File: config.mk
export PLATFORM = sky130hd
export DESIGN_NAME = event_status_and_stack_sizing
export DESIGN_NICKNAME = d
export VERILOG_FILES = /design/src/evt_pkg.sv /design/src/event_status_and_stack_sizing.sv
export VERILOG_INCLUDE_DIRS = /design/src /design/src/src
export SDC_FILE = /design/constraint.sdc
export NUM_CORES = 1
export LEC_CHECK = 0
export BUFFER_PORTS_ARGS = -buffer_cell sky130_fd_sc_hd__buf_2
export CELL_PAD_IN_SITES_DETAIL_PLACEMENT = 1
export CELL_PAD_IN_SITES_GLOBAL_PLACEMENT = 1
export CORE_MARGIN = 3
export CORE_UTILIZATION = 32
export CTS_CLUSTER_DIAMETER = 30
export DETAILED_ROUTE_END_ITERATION = 16
export PLACE_DENSITY_LB_ADDON = 0.1
export SETUP_SLACK_MARGIN = 0.2
export SYNTH_ARGS = -nofsm -noshare
export SYNTH_HDL_FRONTEND = slang
export SYNTH_SLANG_ARGS = --single-unit
File: constraint.sdc
create_clock -name mclk -period 7.8 [get_ports mclk]
set_input_delay 0.39 -clock mclk [delete_from_list [all_inputs] [get_ports mclk]]
set_output_delay 0.39 -clock mclk [all_outputs]
set_load 0.02 [all_outputs]
File: src/evt_defs.svh
// Offsets, field positions and reset values of the event status block.
// Assumes word addressing: byte address is four times the register index.
`ifndef EVT_DEFS_SVH
`define EVT_DEFS_SVH

// Register indices
`define STAT_IDX 8'h06
`define CFG3_IDX 8'h07
`define IEN_IDX 8'h08
`define CFG2_IDX 8'h09
`define IDX_BAD 8'hff

// Status flag positions
`define MASTER_BIT 15
`define PARITY_BIT 14
`define TX_TIMEOUT_FLAG_BIT 13
`define STK_BIT 12
`define MONCMD_BIT 11
`define MONDAT_BIT 10
`define HSK_BIT 9
`define RETRY_BIT 8
`define TAP_BIT 7
`define TTAG_BIT 6
`define CIRC_BIT 5
`define CTRLWORD_MSG_DONE_FLAG_BIT 4
`define FRAME_BIT 3
`define ERR_BIT 2
`define MODEDEP_BIT 1
`define EOM_BIT 0

// Configuration fields
`define ENH_BIT 15
`define CMDSZ_HI 14
`define CMDSZ_LO 13
`define MONSZ_HI 12
`define MONSZ_LO 11
`define ENHIRQ_BIT 15

// Stack sizes in words for code 00
`define CMD_STK_BASE 12'h100
`define MON_STK_BASE 15'h0100

// Reset values
`define STAT_RST 16'h0000
`define CFG3_RST 16'h0000
`define IEN_RST 16'h0000
`define CFG2_RST 16'h0000

`endif

File: src/evt_pkg.sv
// Types shared by the event status block.
// Assumes nothing beyond the defs header.
package evt_pkg;
    typedef logic [15:0] reg_word_type;
    typedef enum logic [1:0] {
        MODE_BC,
        MODE_RT,
        MODE_MT,
        MODE_IDLE
    } op_mode_type;
endpackage
File: src/event_status_and_stack_sizing.sv
// Event status register, interrupt request and stack sizing fields.
// Assumes event inputs are one-cycle pulses from engines on mclk and
// terminal address straps arrive asynchronously from pins.
`timescale 1ns/1ps
`include "evt_defs.svh"

module event_status_and_stack_sizing
    import evt_pkg::*;
(
    input wire logic mclk,
    input wire logic rst,
    input wire logic ce,
    // AHB-Lite slave
    input wire logic hsel,
    input wire logic [31:0] haddr,
    input wire logic [1:0] htrans,
    input wire logic hwrite,
    input wire logic [2:0] hsize,
    input wire logic [31:0] hwdata,
    input wire logic hready,
    output logic hreadyout,
    output logic hresp,
    output logic [31:0] hrdata,
    // Engine events
    input wire op_mode_type opMode,
    input wire logic ramParityErr,
    input wire logic txTimeout,
    input wire logic bcStackWrap,
    input wire logic rtStackWrap,
    input wire logic monCmdStackWrap,
    input wire logic monDataStackWrap,
    input wire logic extRamHandshakeFail,
    input wire logic bcRetry,
    input wire logic timetagWrap,
    input wire logic circBufferWrap,
    input wire logic msgDone,
    input wire logic ctrlWordEomEn,
    input wire logic frameDone,
    input wire logic msgError,
    input wire logic loopbackFail,
    input wire logic respTimeout,
    input wire logic bcStatusMismatch,
    input wire logic rtModeCmd,
    input wire logic monTriggerMatch,
    // Strapped terminal address and parity pins
    input wire logic [4:0] termAddr,
    input wire logic termAddrPar,
    // Outputs
    output logic irqOut,
    output logic enhanced_mode_enable,
    output logic [1:0] cmd_stack_size_sel,
    output logic [1:0] mon_cmd_stack_size_sel,
    output logic [11:0] cmdStackWords,
    output logic [14:0] monStackWords
);

    // ------------------------------------------------------------
    // State
    // ------------------------------------------------------------

    reg_word_type stat_r;
    reg_word_type statNxt;
    reg_word_type cfg3_r;
    reg_word_type cfg3Nxt;
    reg_word_type ien_r;
    reg_word_type ienNxt;
    reg_word_type cfg2_r;
    reg_word_type cfg2Nxt;
    reg_word_type setVec;
    logic [7:0] addrIdx;
    logic [7:0] wrIdx_r;
    logic wrPend_r;
    logic addrPhase;
    logic wrNow;
    logic irqReq;
    logic enhIrq;
    logic stackWrap;
    logic modeEvent;
    logic [5:0] strapMeta_r;
    logic [5:0] strapSync_r;
    logic [1:0] strapFill_r;
    logic addrParityFault;
    logic [31:0] rdNxt;
    logic [31:0] hrdata_r;
    logic irqOut_r;
    logic [11:0] cmdWords_r;
    logic [14:0] monWords_r;

    // ------------------------------------------------------------
    // Bus slave
    // ------------------------------------------------------------

    // Stalling while ce is low keeps a data phase from being lost
    assign hreadyout = ce;
    assign hresp = 1'b0;
    assign hrdata = hrdata_r;

    assign addrPhase = hsel && htrans[1] && hready && ce;
    assign addrIdx = (haddr[31:10] == 22'h000000 && haddr[1:0] == 2'b00)
                     ? haddr[9:2] : `IDX_BAD;
    assign wrNow = wrPend_r && ce;

    always_ff @(posedge mclk or posedge rst) begin
        if (rst) begin
            wrPend_r <= 1'b0;
            wrIdx_r <= 8'h00;
        end else if (ce) begin
            wrPend_r <= addrPhase && hwrite;
            wrIdx_r <= addrIdx;
        end
    end

    // Read data is taken from next values so a write just ahead is seen
    always_comb begin
        rdNxt = 32'h00000000;
        unique case (addrIdx)
            `STAT_IDX: rdNxt = {16'h0000, statNxt};
            `CFG3_IDX: rdNxt = {16'h0000, cfg3Nxt};
            `IEN_IDX: rdNxt = {16'h0000, ienNxt};
            `CFG2_IDX: rdNxt = {16'h0000, cfg2Nxt};
            default: rdNxt = 32'h00000000;
        endcase
    end

    always_ff @(posedge mclk or posedge rst) begin
        if (rst) begin
            hrdata_r <= 32'h00000000;
        end else if (ce && addrPhase && !hwrite) begin
            hrdata_r <= rdNxt;
        end
    end

    // ------------------------------------------------------------
    // Strap synchroniser and parity check
    // ------------------------------------------------------------

    always_ff @(posedge mclk or posedge rst) begin
        if (rst) begin
            strapMeta_r <= 6'h00;
            strapSync_r <= 6'h00;
            strapFill_r <= 2'b00;
        end else if (ce) begin
            strapMeta_r <= {termAddrPar, termAddr};
            strapSync_r <= strapMeta_r;
            strapFill_r <= {strapFill_r[0], 1'b1};
        end
    end

    // Checked only once the synchroniser holds real pin values
    assign addrParityFault = strapFill_r[1] && !(^strapSync_r);

    // ------------------------------------------------------------
    // Event collection
    // ------------------------------------------------------------

    assign enhIrq = cfg2_r[`ENHIRQ_BIT];

    always_comb begin
        stackWrap = 1'b0;
        unique case (opMode)
            MODE_BC: stackWrap = bcStackWrap;
            MODE_RT: stackWrap = rtStackWrap;
            MODE_MT: stackWrap = 1'b0;
            MODE_IDLE: stackWrap = 1'b0;
        endcase
    end

    always_comb begin
        modeEvent = 1'b0;
        unique case (opMode)
            MODE_BC: modeEvent = bcStatusMismatch;
            MODE_RT: modeEvent = rtModeCmd && enhanced_mode_enable;
            MODE_MT: modeEvent = monTriggerMatch;
            MODE_IDLE: modeEvent = 1'b0;
        endcase
    end

    // Flags set from events alone, the enable plays no part here except in the master flag
    always_comb begin
        setVec = 16'h0000;
        setVec[`PARITY_BIT] = ramParityErr;
        setVec[`TX_TIMEOUT_FLAG_BIT] = txTimeout;
        setVec[`STK_BIT] = stackWrap;
        setVec[`MONCMD_BIT] = monCmdStackWrap;
        setVec[`MONDAT_BIT] = monDataStackWrap;
        setVec[`HSK_BIT] = extRamHandshakeFail;
        setVec[`RETRY_BIT] = bcRetry;
        setVec[`TAP_BIT] = addrParityFault;
        setVec[`TTAG_BIT] = timetagWrap;
        setVec[`CIRC_BIT] = circBufferWrap;
        setVec[`CTRLWORD_MSG_DONE_FLAG_BIT] = msgDone && ctrlWordEomEn;
        setVec[`FRAME_BIT] = frameDone;
        setVec[`ERR_BIT] = msgError || loopbackFail || respTimeout;
        setVec[`MODEDEP_BIT] = modeEvent;
        setVec[`EOM_BIT] = msgDone;
        setVec[`MASTER_BIT] = irqReq && enhIrq;
    end

    assign irqReq = |(setVec[14:0] & ien_r[14:0]);

    // ------------------------------------------------------------
    // Status register
    // ------------------------------------------------------------

    // Write one to clear; an event in the same cycle wins over the clear
    always_comb begin
        statNxt = stat_r;
        if (wrNow && wrIdx_r == `STAT_IDX) begin
            statNxt = stat_r & ~hwdata[15:0];
        end
        statNxt = statNxt | setVec;
    end

    always_ff @(posedge mclk or posedge rst) begin
        if (rst) begin
            stat_r <= `STAT_RST;
        end else if (ce) begin
            stat_r <= statNxt;
        end
    end

    // Level output: stays up while an enabled flag in bits 14:0 remains set
    always_ff @(posedge mclk or posedge rst) begin
        if (rst) begin
            irqOut_r <= 1'b0;
        end else if (ce) begin
            irqOut_r <= |(statNxt[14:0] & ien_r[14:0]);
        end
    end

    assign irqOut = irqOut_r;

    // ------------------------------------------------------------
    // Control registers
    // ------------------------------------------------------------

    always_comb begin
        cfg3Nxt = cfg3_r;
        if (wrNow && wrIdx_r == `CFG3_IDX) begin
            cfg3Nxt = {hwdata[15:11], 11'h000};
        end
    end

    always_comb begin
        ienNxt = ien_r;
        if (wrNow && wrIdx_r == `IEN_IDX) begin
            ienNxt = hwdata[15:0];
        end
    end

    always_comb begin
        cfg2Nxt = cfg2_r;
        if (wrNow && wrIdx_r == `CFG2_IDX) begin
            cfg2Nxt = {hwdata[15], 15'h0000};
        end
    end

    always_ff @(posedge mclk or posedge rst) begin
        if (rst) begin
            cfg3_r <= `CFG3_RST;
            ien_r <= `IEN_RST;
            cfg2_r <= `CFG2_RST;
        end else if (ce) begin
            cfg3_r <= cfg3Nxt;
            ien_r <= ienNxt;
            cfg2_r <= cfg2Nxt;
        end
    end

    assign enhanced_mode_enable = cfg3_r[`ENH_BIT];
    assign cmd_stack_size_sel = cfg3_r[`CMDSZ_HI:`CMDSZ_LO];
    assign mon_cmd_stack_size_sel = cfg3_r[`MONSZ_HI:`MONSZ_LO];

    // ------------------------------------------------------------
    // Stack size decode
    // ------------------------------------------------------------

    // Command stack doubles per code, monitor stack quadruples
    always_ff @(posedge mclk or posedge rst) begin
        if (rst) begin
            cmdWords_r <= `CMD_STK_BASE;
            monWords_r <= `MON_STK_BASE;
        end else if (ce) begin
            cmdWords_r <= `CMD_STK_BASE << cfg3Nxt[`CMDSZ_HI:`CMDSZ_LO];
            monWords_r <= `MON_STK_BASE << {cfg3Nxt[`MONSZ_HI:`MONSZ_LO], 1'b0};
        end
    end

    assign cmdStackWords = cmdWords_r;
    assign monStackWords = monWords_r;
endmodule

==> impl_metrics.py, run 1 <==
metrics = {
    "outcome": {
        "outcome": "complete, no violations",
    },
    "global_route": {
        "grt_pass1_vias": 4661,
        "grt_start_max_net_pins": 71,
        "grt_util_all_layers": 0.172,
        "gr-total-overflow": 0,
        "antenna_found_initial": 0,
        "grt_pass1_wl_microns": 25900,
    },
    "synth": {
        "synth_area_leaders": "dfrtp_1, mux2_2, buf_4",
        "syn-cell-area_sq_mm": 0.00559,
        "ys_warn_count": 0,
        "synth_ff_type": "dfrtp_1",
        "synth_commonest_cells": "dfrtp_1, buf_4, o21ai_0",
        "ys_async_sr_fraction": 1.00,
        "synth_edf_count": 0,
        "yosysUniqueCellTypes": 56,
        "synth_area_per_cell_sq_um": 10.5,
        "yosysTopAreaCell": "dfrtp_1",
        "synth_seq_area_share": 0.502,
        "synth_top_cell_area_share": 0.493,
        "synth_most_common_cell": "dfrtp_1",
        "syn_inst": 532,
        "synth_seq_cells": 112,
    },
    "timing": {
        "rsz0062_at_grt": "false",
        "worst-slew-pin-transition_ns": 0.991,
        "worst_clock_skew_ns": 0.00849,
        "layout_min_cycle_time_ns": 2.95,
        "hold_violations": 0,
        "tns_ns": 0,
        "slew_violations": 0,
        "timing.fmax_ghz": 0.338,
        "post-route-period-util": 0.379,
        "setup_violations": 0,
        "slew_headroom": 0.337,
    },
    "cts": {
        "cts_made_buffers": 9,
        "clock_latency_ns": 0.36,
        "clk_path_buf_depth": 2,
        "cts-root-buf": "clkbuf_16",
        "holdBufCountCts": 0,
        "cts_setup_buffers": 0,
        "cts_tree": "built",
        "clk_pin_slew_ns": 0.07,
        "htree_levels": 3,
        "cts_sinks": 112,
        "ctsResizeCount": 0,
    },
    "worst_setup_path": {
        "worst-path-max-fanout": 16,
        "crit_type": "flop to flop",
        "critPathLaunchType": "flop",
        "worstPathRequired_ns": 8.03,
        "cp.arrival_ns": 3.18,
        "endpoint_kind": "flop",
    },
    "floorplan": {
        "dieHeight_microns": 138,
        "core_sq_mm": 0.0168,
        "io_pins": 169,
        "start_util": 0.332,
        "dieArea_sq_mm": 0.0191,
        "row_count": 47,
        "die_x_microns": 138,
    },
    "drt": {
        "vias": 4307,
        "drc": 0,
        "first_pass_iters": 4,
        "drt_iter0_drc": 187,
        "drtAntennaViolNets": 0,
        "vias_per_cell": 5.04,
        "wl_per_cell_microns": 19.1,
        "routed_wl_microns": 16400,
    },
    "pwr": {
        "intPower_uw": 947,
        "p_per_area_mw_per_mm2": 191,
        "pwr-share-comb": 0.090,
        "p_switching_uw": 302,
        "ir_drop_mv": 0.105,
        "sequentialPowerShare": 0.477,
        "leakage_nw": 3.13,
        "swShare": 0.242,
        "pwr-share-clk": 0.434,
    },
    "hold_path": {
        "hp-class": "primary input to asynchronous set/reset pin",
    },
    "layout": {
        "fin_cells": 855,
        "nets": 732,
        "syn2layout_area_growth_pct": 17.0,
        "utilization": 0.389,
        "antenna_cells": 0,
        "drive_above_1_share": 0.277,
    },
    "place": {
        "routabilityCongestion": 0.793,
        "post-dp-hpwl_microns": 12000,
        "dp.cells": 839,
        "numPortBuffers": 112,
    },
    "run": {
        "max_cap_viol_count": 0,
    },
}
==> power by group through the flow <==
stage          registers [mW]  logic, mW  clock network, mW
4_1_cts                 0.595      0.114              0.553
5_1_grt                 0.597      0.125              0.579
3_3_place_gp            0.607      0.112                  0
6_report                0.595      0.112              0.542
3_5_place_dp            0.607      0.113                  0
2_1_floorplan           0.607     0.0811                  0
==> registers in the layout, summed over array words and instances, names as in the netlist <==
register	cells
wrPend_r	1
ien_r	16
strapSync_r	6
monStackWords	4
stat_r	16
strapMeta_r	6
strapFill_r	2
hrdata	16
irqOut	1
wrIdx_r	8
cmdStackWords	4
cfg3_r	16
cfg2_r	16
==> path summary, 6_finish.rpt <==
kind | startpoint | endpoint | slack [ns] | cells after the start
worst min-delay path | rst | monStackWords[14]$_DFFE_PP0P_ | 0.1 | 2
max in group asynchronous | rst | wrPend_r$_DFFE_PP0P_ | 6.41 | 3
worst max-delay path | wrIdx_r[4]$_DFFE_PP0P_ | hrdata[4]$_DFFE_PP0P_ | 4.85 | 6
worst min register to register | monStackWords[8]$_DFFE_PP1P_ | monStackWords[8]$_DFFE_PP1P_ | 0.47 | 2
min in group mclk | termAddr[3] | strapMeta_r[3]$_DFFE_PP0P_ | 0.26 | 2
worst max register to register | wrIdx_r[4]$_DFFE_PP0P_ | hrdata[4]$_DFFE_PP0P_ | 4.85 | 6
==> critical path: stages (launching register included) <==
cell	delay (ns)
dfrtp_1	0.40
nor4_1	0.47
nand3b_1	0.79
mux2_2	0.58
a22o_1	0.23
a32oi_1	0.22
o21ai_0	0.12
==> metrics by stage <==
step	total power [mW]	hold WS (ns)	worst slack [ns]	cell area, sq um
4_1_cts	1.26	0.120	4.79	6540
3_3_place_gp	0.718	0.445	4.49	6190
3_5_place_dp	0.720	0.449	4.45	6190
5_1_grt	1.30	0.151	4.62	6540
6_report	1.25	0.0955	4.85	6540
2_1_floorplan	0.688	0.431	4.45	5720
==> cell type report <==
cell class,instances,area (sq um)
flip-flops and latches,112,2810
well taps,220,275
repair buffers,117,598
inverters,17,66.3
clock inverters,7,119
clock buffers,9,225
multi-input cells,373,2450
fillers,1917,10300
==> per-layer routing <==
layer  GRT usage  wire length [microns]  up-vias
met5           0                      0        -
met4      0.0525                    217        0
met3      0.0307                    662       14
met2       0.285                   7820      107
met1       0.231                   7660     2159
li1            -                      -     2027
==> layout by cell type (no fill, tap or decap), types with 3 or more instances in the layout <==
master     synthesis  final
or3_1              5      5
nand2b_1           4      4
nand3_1           13     13
bufinv_16          0      3
a22oi_1           13     13
and3_1             3      3
dfrtp_1          110    110
buf_2              4    112
conb_1             1     36
nor2b_1           17     17
o21ai_0           35     35
nor3_1             4      4
nor2_1            27     27
nand2_1           29     29
nor4_1             9      9
mux2i_1            7      7
a22o_1            28     28
a2bb2oi_1         12     12
and2_1            19     19
a32oi_1            4      4
mux2_2            32     32
clkbuf_16          0      9
a21o_1             6      6
inv_1             17     16
buf_4             41      5
a21oi_1           27     27
nand3b_1           6      6
==> logic make-up after synthesis <==
group | Yosys count | share of synthesized area
simple gates | 149 | 0.145
compound gates | 144 | 0.179
flops | 112 | 0.502
buf+inv | 82 | 0.0849
mux | 40 | 0.0797
xor+xnor | 4 | 0.00873
other cells | 1 | 0.000671
No activity file was read; power rests on OpenSTA's default activity.
==> run 2: changes to the inputs <==
Clock period 7.8 ns to 2.4 ns, I/O delays scaled along.
==> run 2 against run 1 <==
  * Via count is 5.1% higher
  * Sequential share of layout area down 3.6 points
  * Highest routed layer unchanged
  * Flip-flop and latch count unchanged
==> impl_metrics.py, run 2 (synthesis results as in run 1) <==
metrics = {
    "place": {
        "post-dp-hpwl_microns": 12300,
        "routabilityCongestion": 0.816,
        "numPortBuffers": 112,
        "place_ws_ns": -0.0110,
    },
    "cts": {
        "cts-root-buf": "clkbuf_16",
        "clock_latency_ns": 0.35,
        "cts_made_buffers": 9,
        "htree_levels": 3,
        "cts_sinks": 112,
        "clk_path_buf_depth": 2,
        "cts_tree": "built",
        "clk_pin_slew_ns": 0.08,
    },
    "layout": {
        "syn2layout_area_growth_pct": 27.8,
        "drive_above_1_share": 0.364,
        "antenna_cells": 0,
        "multi_input_area_sq_mm": 0.00262,
        "final_cell_mix": "buf_2, dfrtp_1, conb_1",
        "layout_commonest_cell": "buf_2",
        "utilization": 0.425,
        "fillers": 1912,
        "seqCellArea_sq_mm": 0.00281,
        "nets": 779,
    },
    "pwr": {
        "p_switching_mw": 1.00,
        "pwr-share-clk": 0.406,
        "swShare": 0.255,
        "p_per_area_mw_per_mm2": 551,
        "pwr-share-comb": 0.102,
        "sequentialPowerShare": 0.492,
        "ir_drop_mv": 0.313,
        "finalPower_mw": 3.93,
        "intPower_mw": 2.93,
        "leakage_nw": 3.38,
    },
    "drt": {
        "vias_per_cell": 5.02,
        "wl_per_cell_microns": 18.6,
        "vias": 4527,
        "routed_wl_microns": 16800,
        "drc": 0,
        "drt_iter0_drc": 250,
        "first_pass_iters": 4,
        "drtAntennaViolNets": 0,
    },
    "timing": {
        "worst_clock_skew_ns": 0.00752,
        "layout_min_cycle_time_ns": 2.30,
        "fin_ws_ns": 0.101,
        "slew_violations": 0,
        "slew_headroom": 0.553,
        "hold_violations": 0,
        "post-route-period-util": 0.958,
        "setup_violations": 0,
        "rsz0062_at_grt": "true",
        "timing.fmax_ghz": 0.435,
        "worst-slew-pin-transition_ns": 0.670,
    },
    "worst_setup_path": {
        "ff2ff_path_depth": 10,
        "r2r-start": "wrIdx_r[4]$_DFFE_PP0P_",
        "r2r_slack_ns": 0.10,
        "endpoint_kind": "flop",
        "crit_type": "flop to flop",
        "cp-startpoint": "wrIdx_r[4]$_DFFE_PP0P_",
        "cp-endpoint": "cmdStackWords[9]$_DFFE_PP0P_",
        "cp.arrival_ns": 2.58,
        "r2r-end": "cmdStackWords[9]$_DFFE_PP0P_",
        "worstPathRequired_ns": 2.68,
        "critPathLaunchType": "flop",
        "worst-path-max-fanout": 5,
    },
    "outcome": {
        "outcome": "complete, no violations",
    },
    "global_route": {
        "grt_pass1_wl_microns": 26500,
        "gr-total-overflow": 0,
        "grt_start_max_net_pins": 96,
        "antenna_found_initial": 0,
        "grt_pass1_vias": 4784,
        "grt_util_all_layers": 0.174,
    },
    "run": {
        "max_cap_viol_count": 0,
    },
    "floorplan": {
        "die_x_microns": 138,
        "row_count": 47,
        "core_sq_mm": 0.0168,
        "io_pins": 169,
        "dieArea_sq_mm": 0.0191,
        "dieHeight_microns": 138,
        "start_util": 0.332,
    },
    "hold_path": {
        "hp-class": "primary input to flop",
    },
}
## run 2: cell types whose count changed in the layout (fill, tap and decap cells not counted), moves of 4 or more
cell           previous run  this run
buf_4                     5        28
o21ai_0                  35        19
buf_6                     0        14
o21ai_1                   1        13
dlygate4sd3_1             0         7
nand3_1                  13         6
nand3_2                   0         6
inv_1                    16        12
o21ai_2                   0         4
## run 2: worst min-delay path by stage
stage	start	to	slack (ns)	depth (start not counted)
6_report	hwrite	wrPend_r$_DFFE_PP0P_	0.03	3
5_1_grt	frameDone	stat_r[3]$_DFFE_PP0P_	0.04	2
4_1_cts	hwrite	wrPend_r$_DFFE_PP0P_	0.01	3
3_5_place_dp	rst	strapSync_r[5]$_DFFE_PP0P_	0.15	2
3_3_place_gp	rst	strapSync_r[5]$_DFFE_PP0P_	0.14	2
2_1_floorplan	frameDone	stat_r[3]$_DFFE_PP0P_	0.24	1
## run 2: final cells by class
type | instances | area share
multi-input cells | 373 | 0.367
clock inverters | 6 | 0.0102
flip-flops and latches | 112 | 0.393
clock buffers | 10 | 0.0335
well taps | 220 | 0.0385
repair buffers | 164 | 0.148
inverters | 17 | 0.00981
## run 2: metal layers
layer / vias to the layer above / part of all wire / track usage
met5: - / 0 / 0
met4: 0 / 0.017 / 0.0525
met3: 19 / 0.046 / 0.0287
met2: 122 / 0.47 / 0.286
met1: 2253 / 0.47 / 0.238
li1: 2133 / - / -
## run 2: metrics by stage
stage,instance area [sq um],setup TNS [ns],hold slack (ns),instances
2_1_floorplan,5730,0,0.241,567
3_3_place_gp,6400,-0.00217,0.144,866
4_1_cts,6980,0,0.0131,898
6_report,7140,0,0.0344,902
3_5_place_dp,6400,-0.0110,0.149,866
5_1_grt,7140,0,0.0365,902
## run 2: power groups by stage
stage	registers (mW)	clock network [mW]	logic (mW)
after floorplan	1.97	0	0.264
after global placement	1.97	0	0.376
after detailed placement	1.97	0	0.382
after CTS	1.94	1.63	0.398
after global routing	1.94	1.73	0.441
final	1.94	1.60	0.399
## run 2: critical path, stage by stage (launching register included)
cell and delay, ns:
dfrtp_1 0.39, or4_4 0.60, nor3b_4 0.23, buf_6 0.20, mux2i_4 0.25, buf_4 0.13
buf_6 0.08, buf_6 0.08, buf_6 0.09, nand3_4 0.07, o21ai_2 0.09
## run 2: timing repair
item | CTS | global route
gates resized for setup | 36 | 34
endpoints found under the hold margin | 23 | 0
setup endpoints to repair | 18 | 25
buffers inserted | 9 | 4
cloned | 0 | 0
hold buffers | 7 | 0
pin swaps | 19 | 13
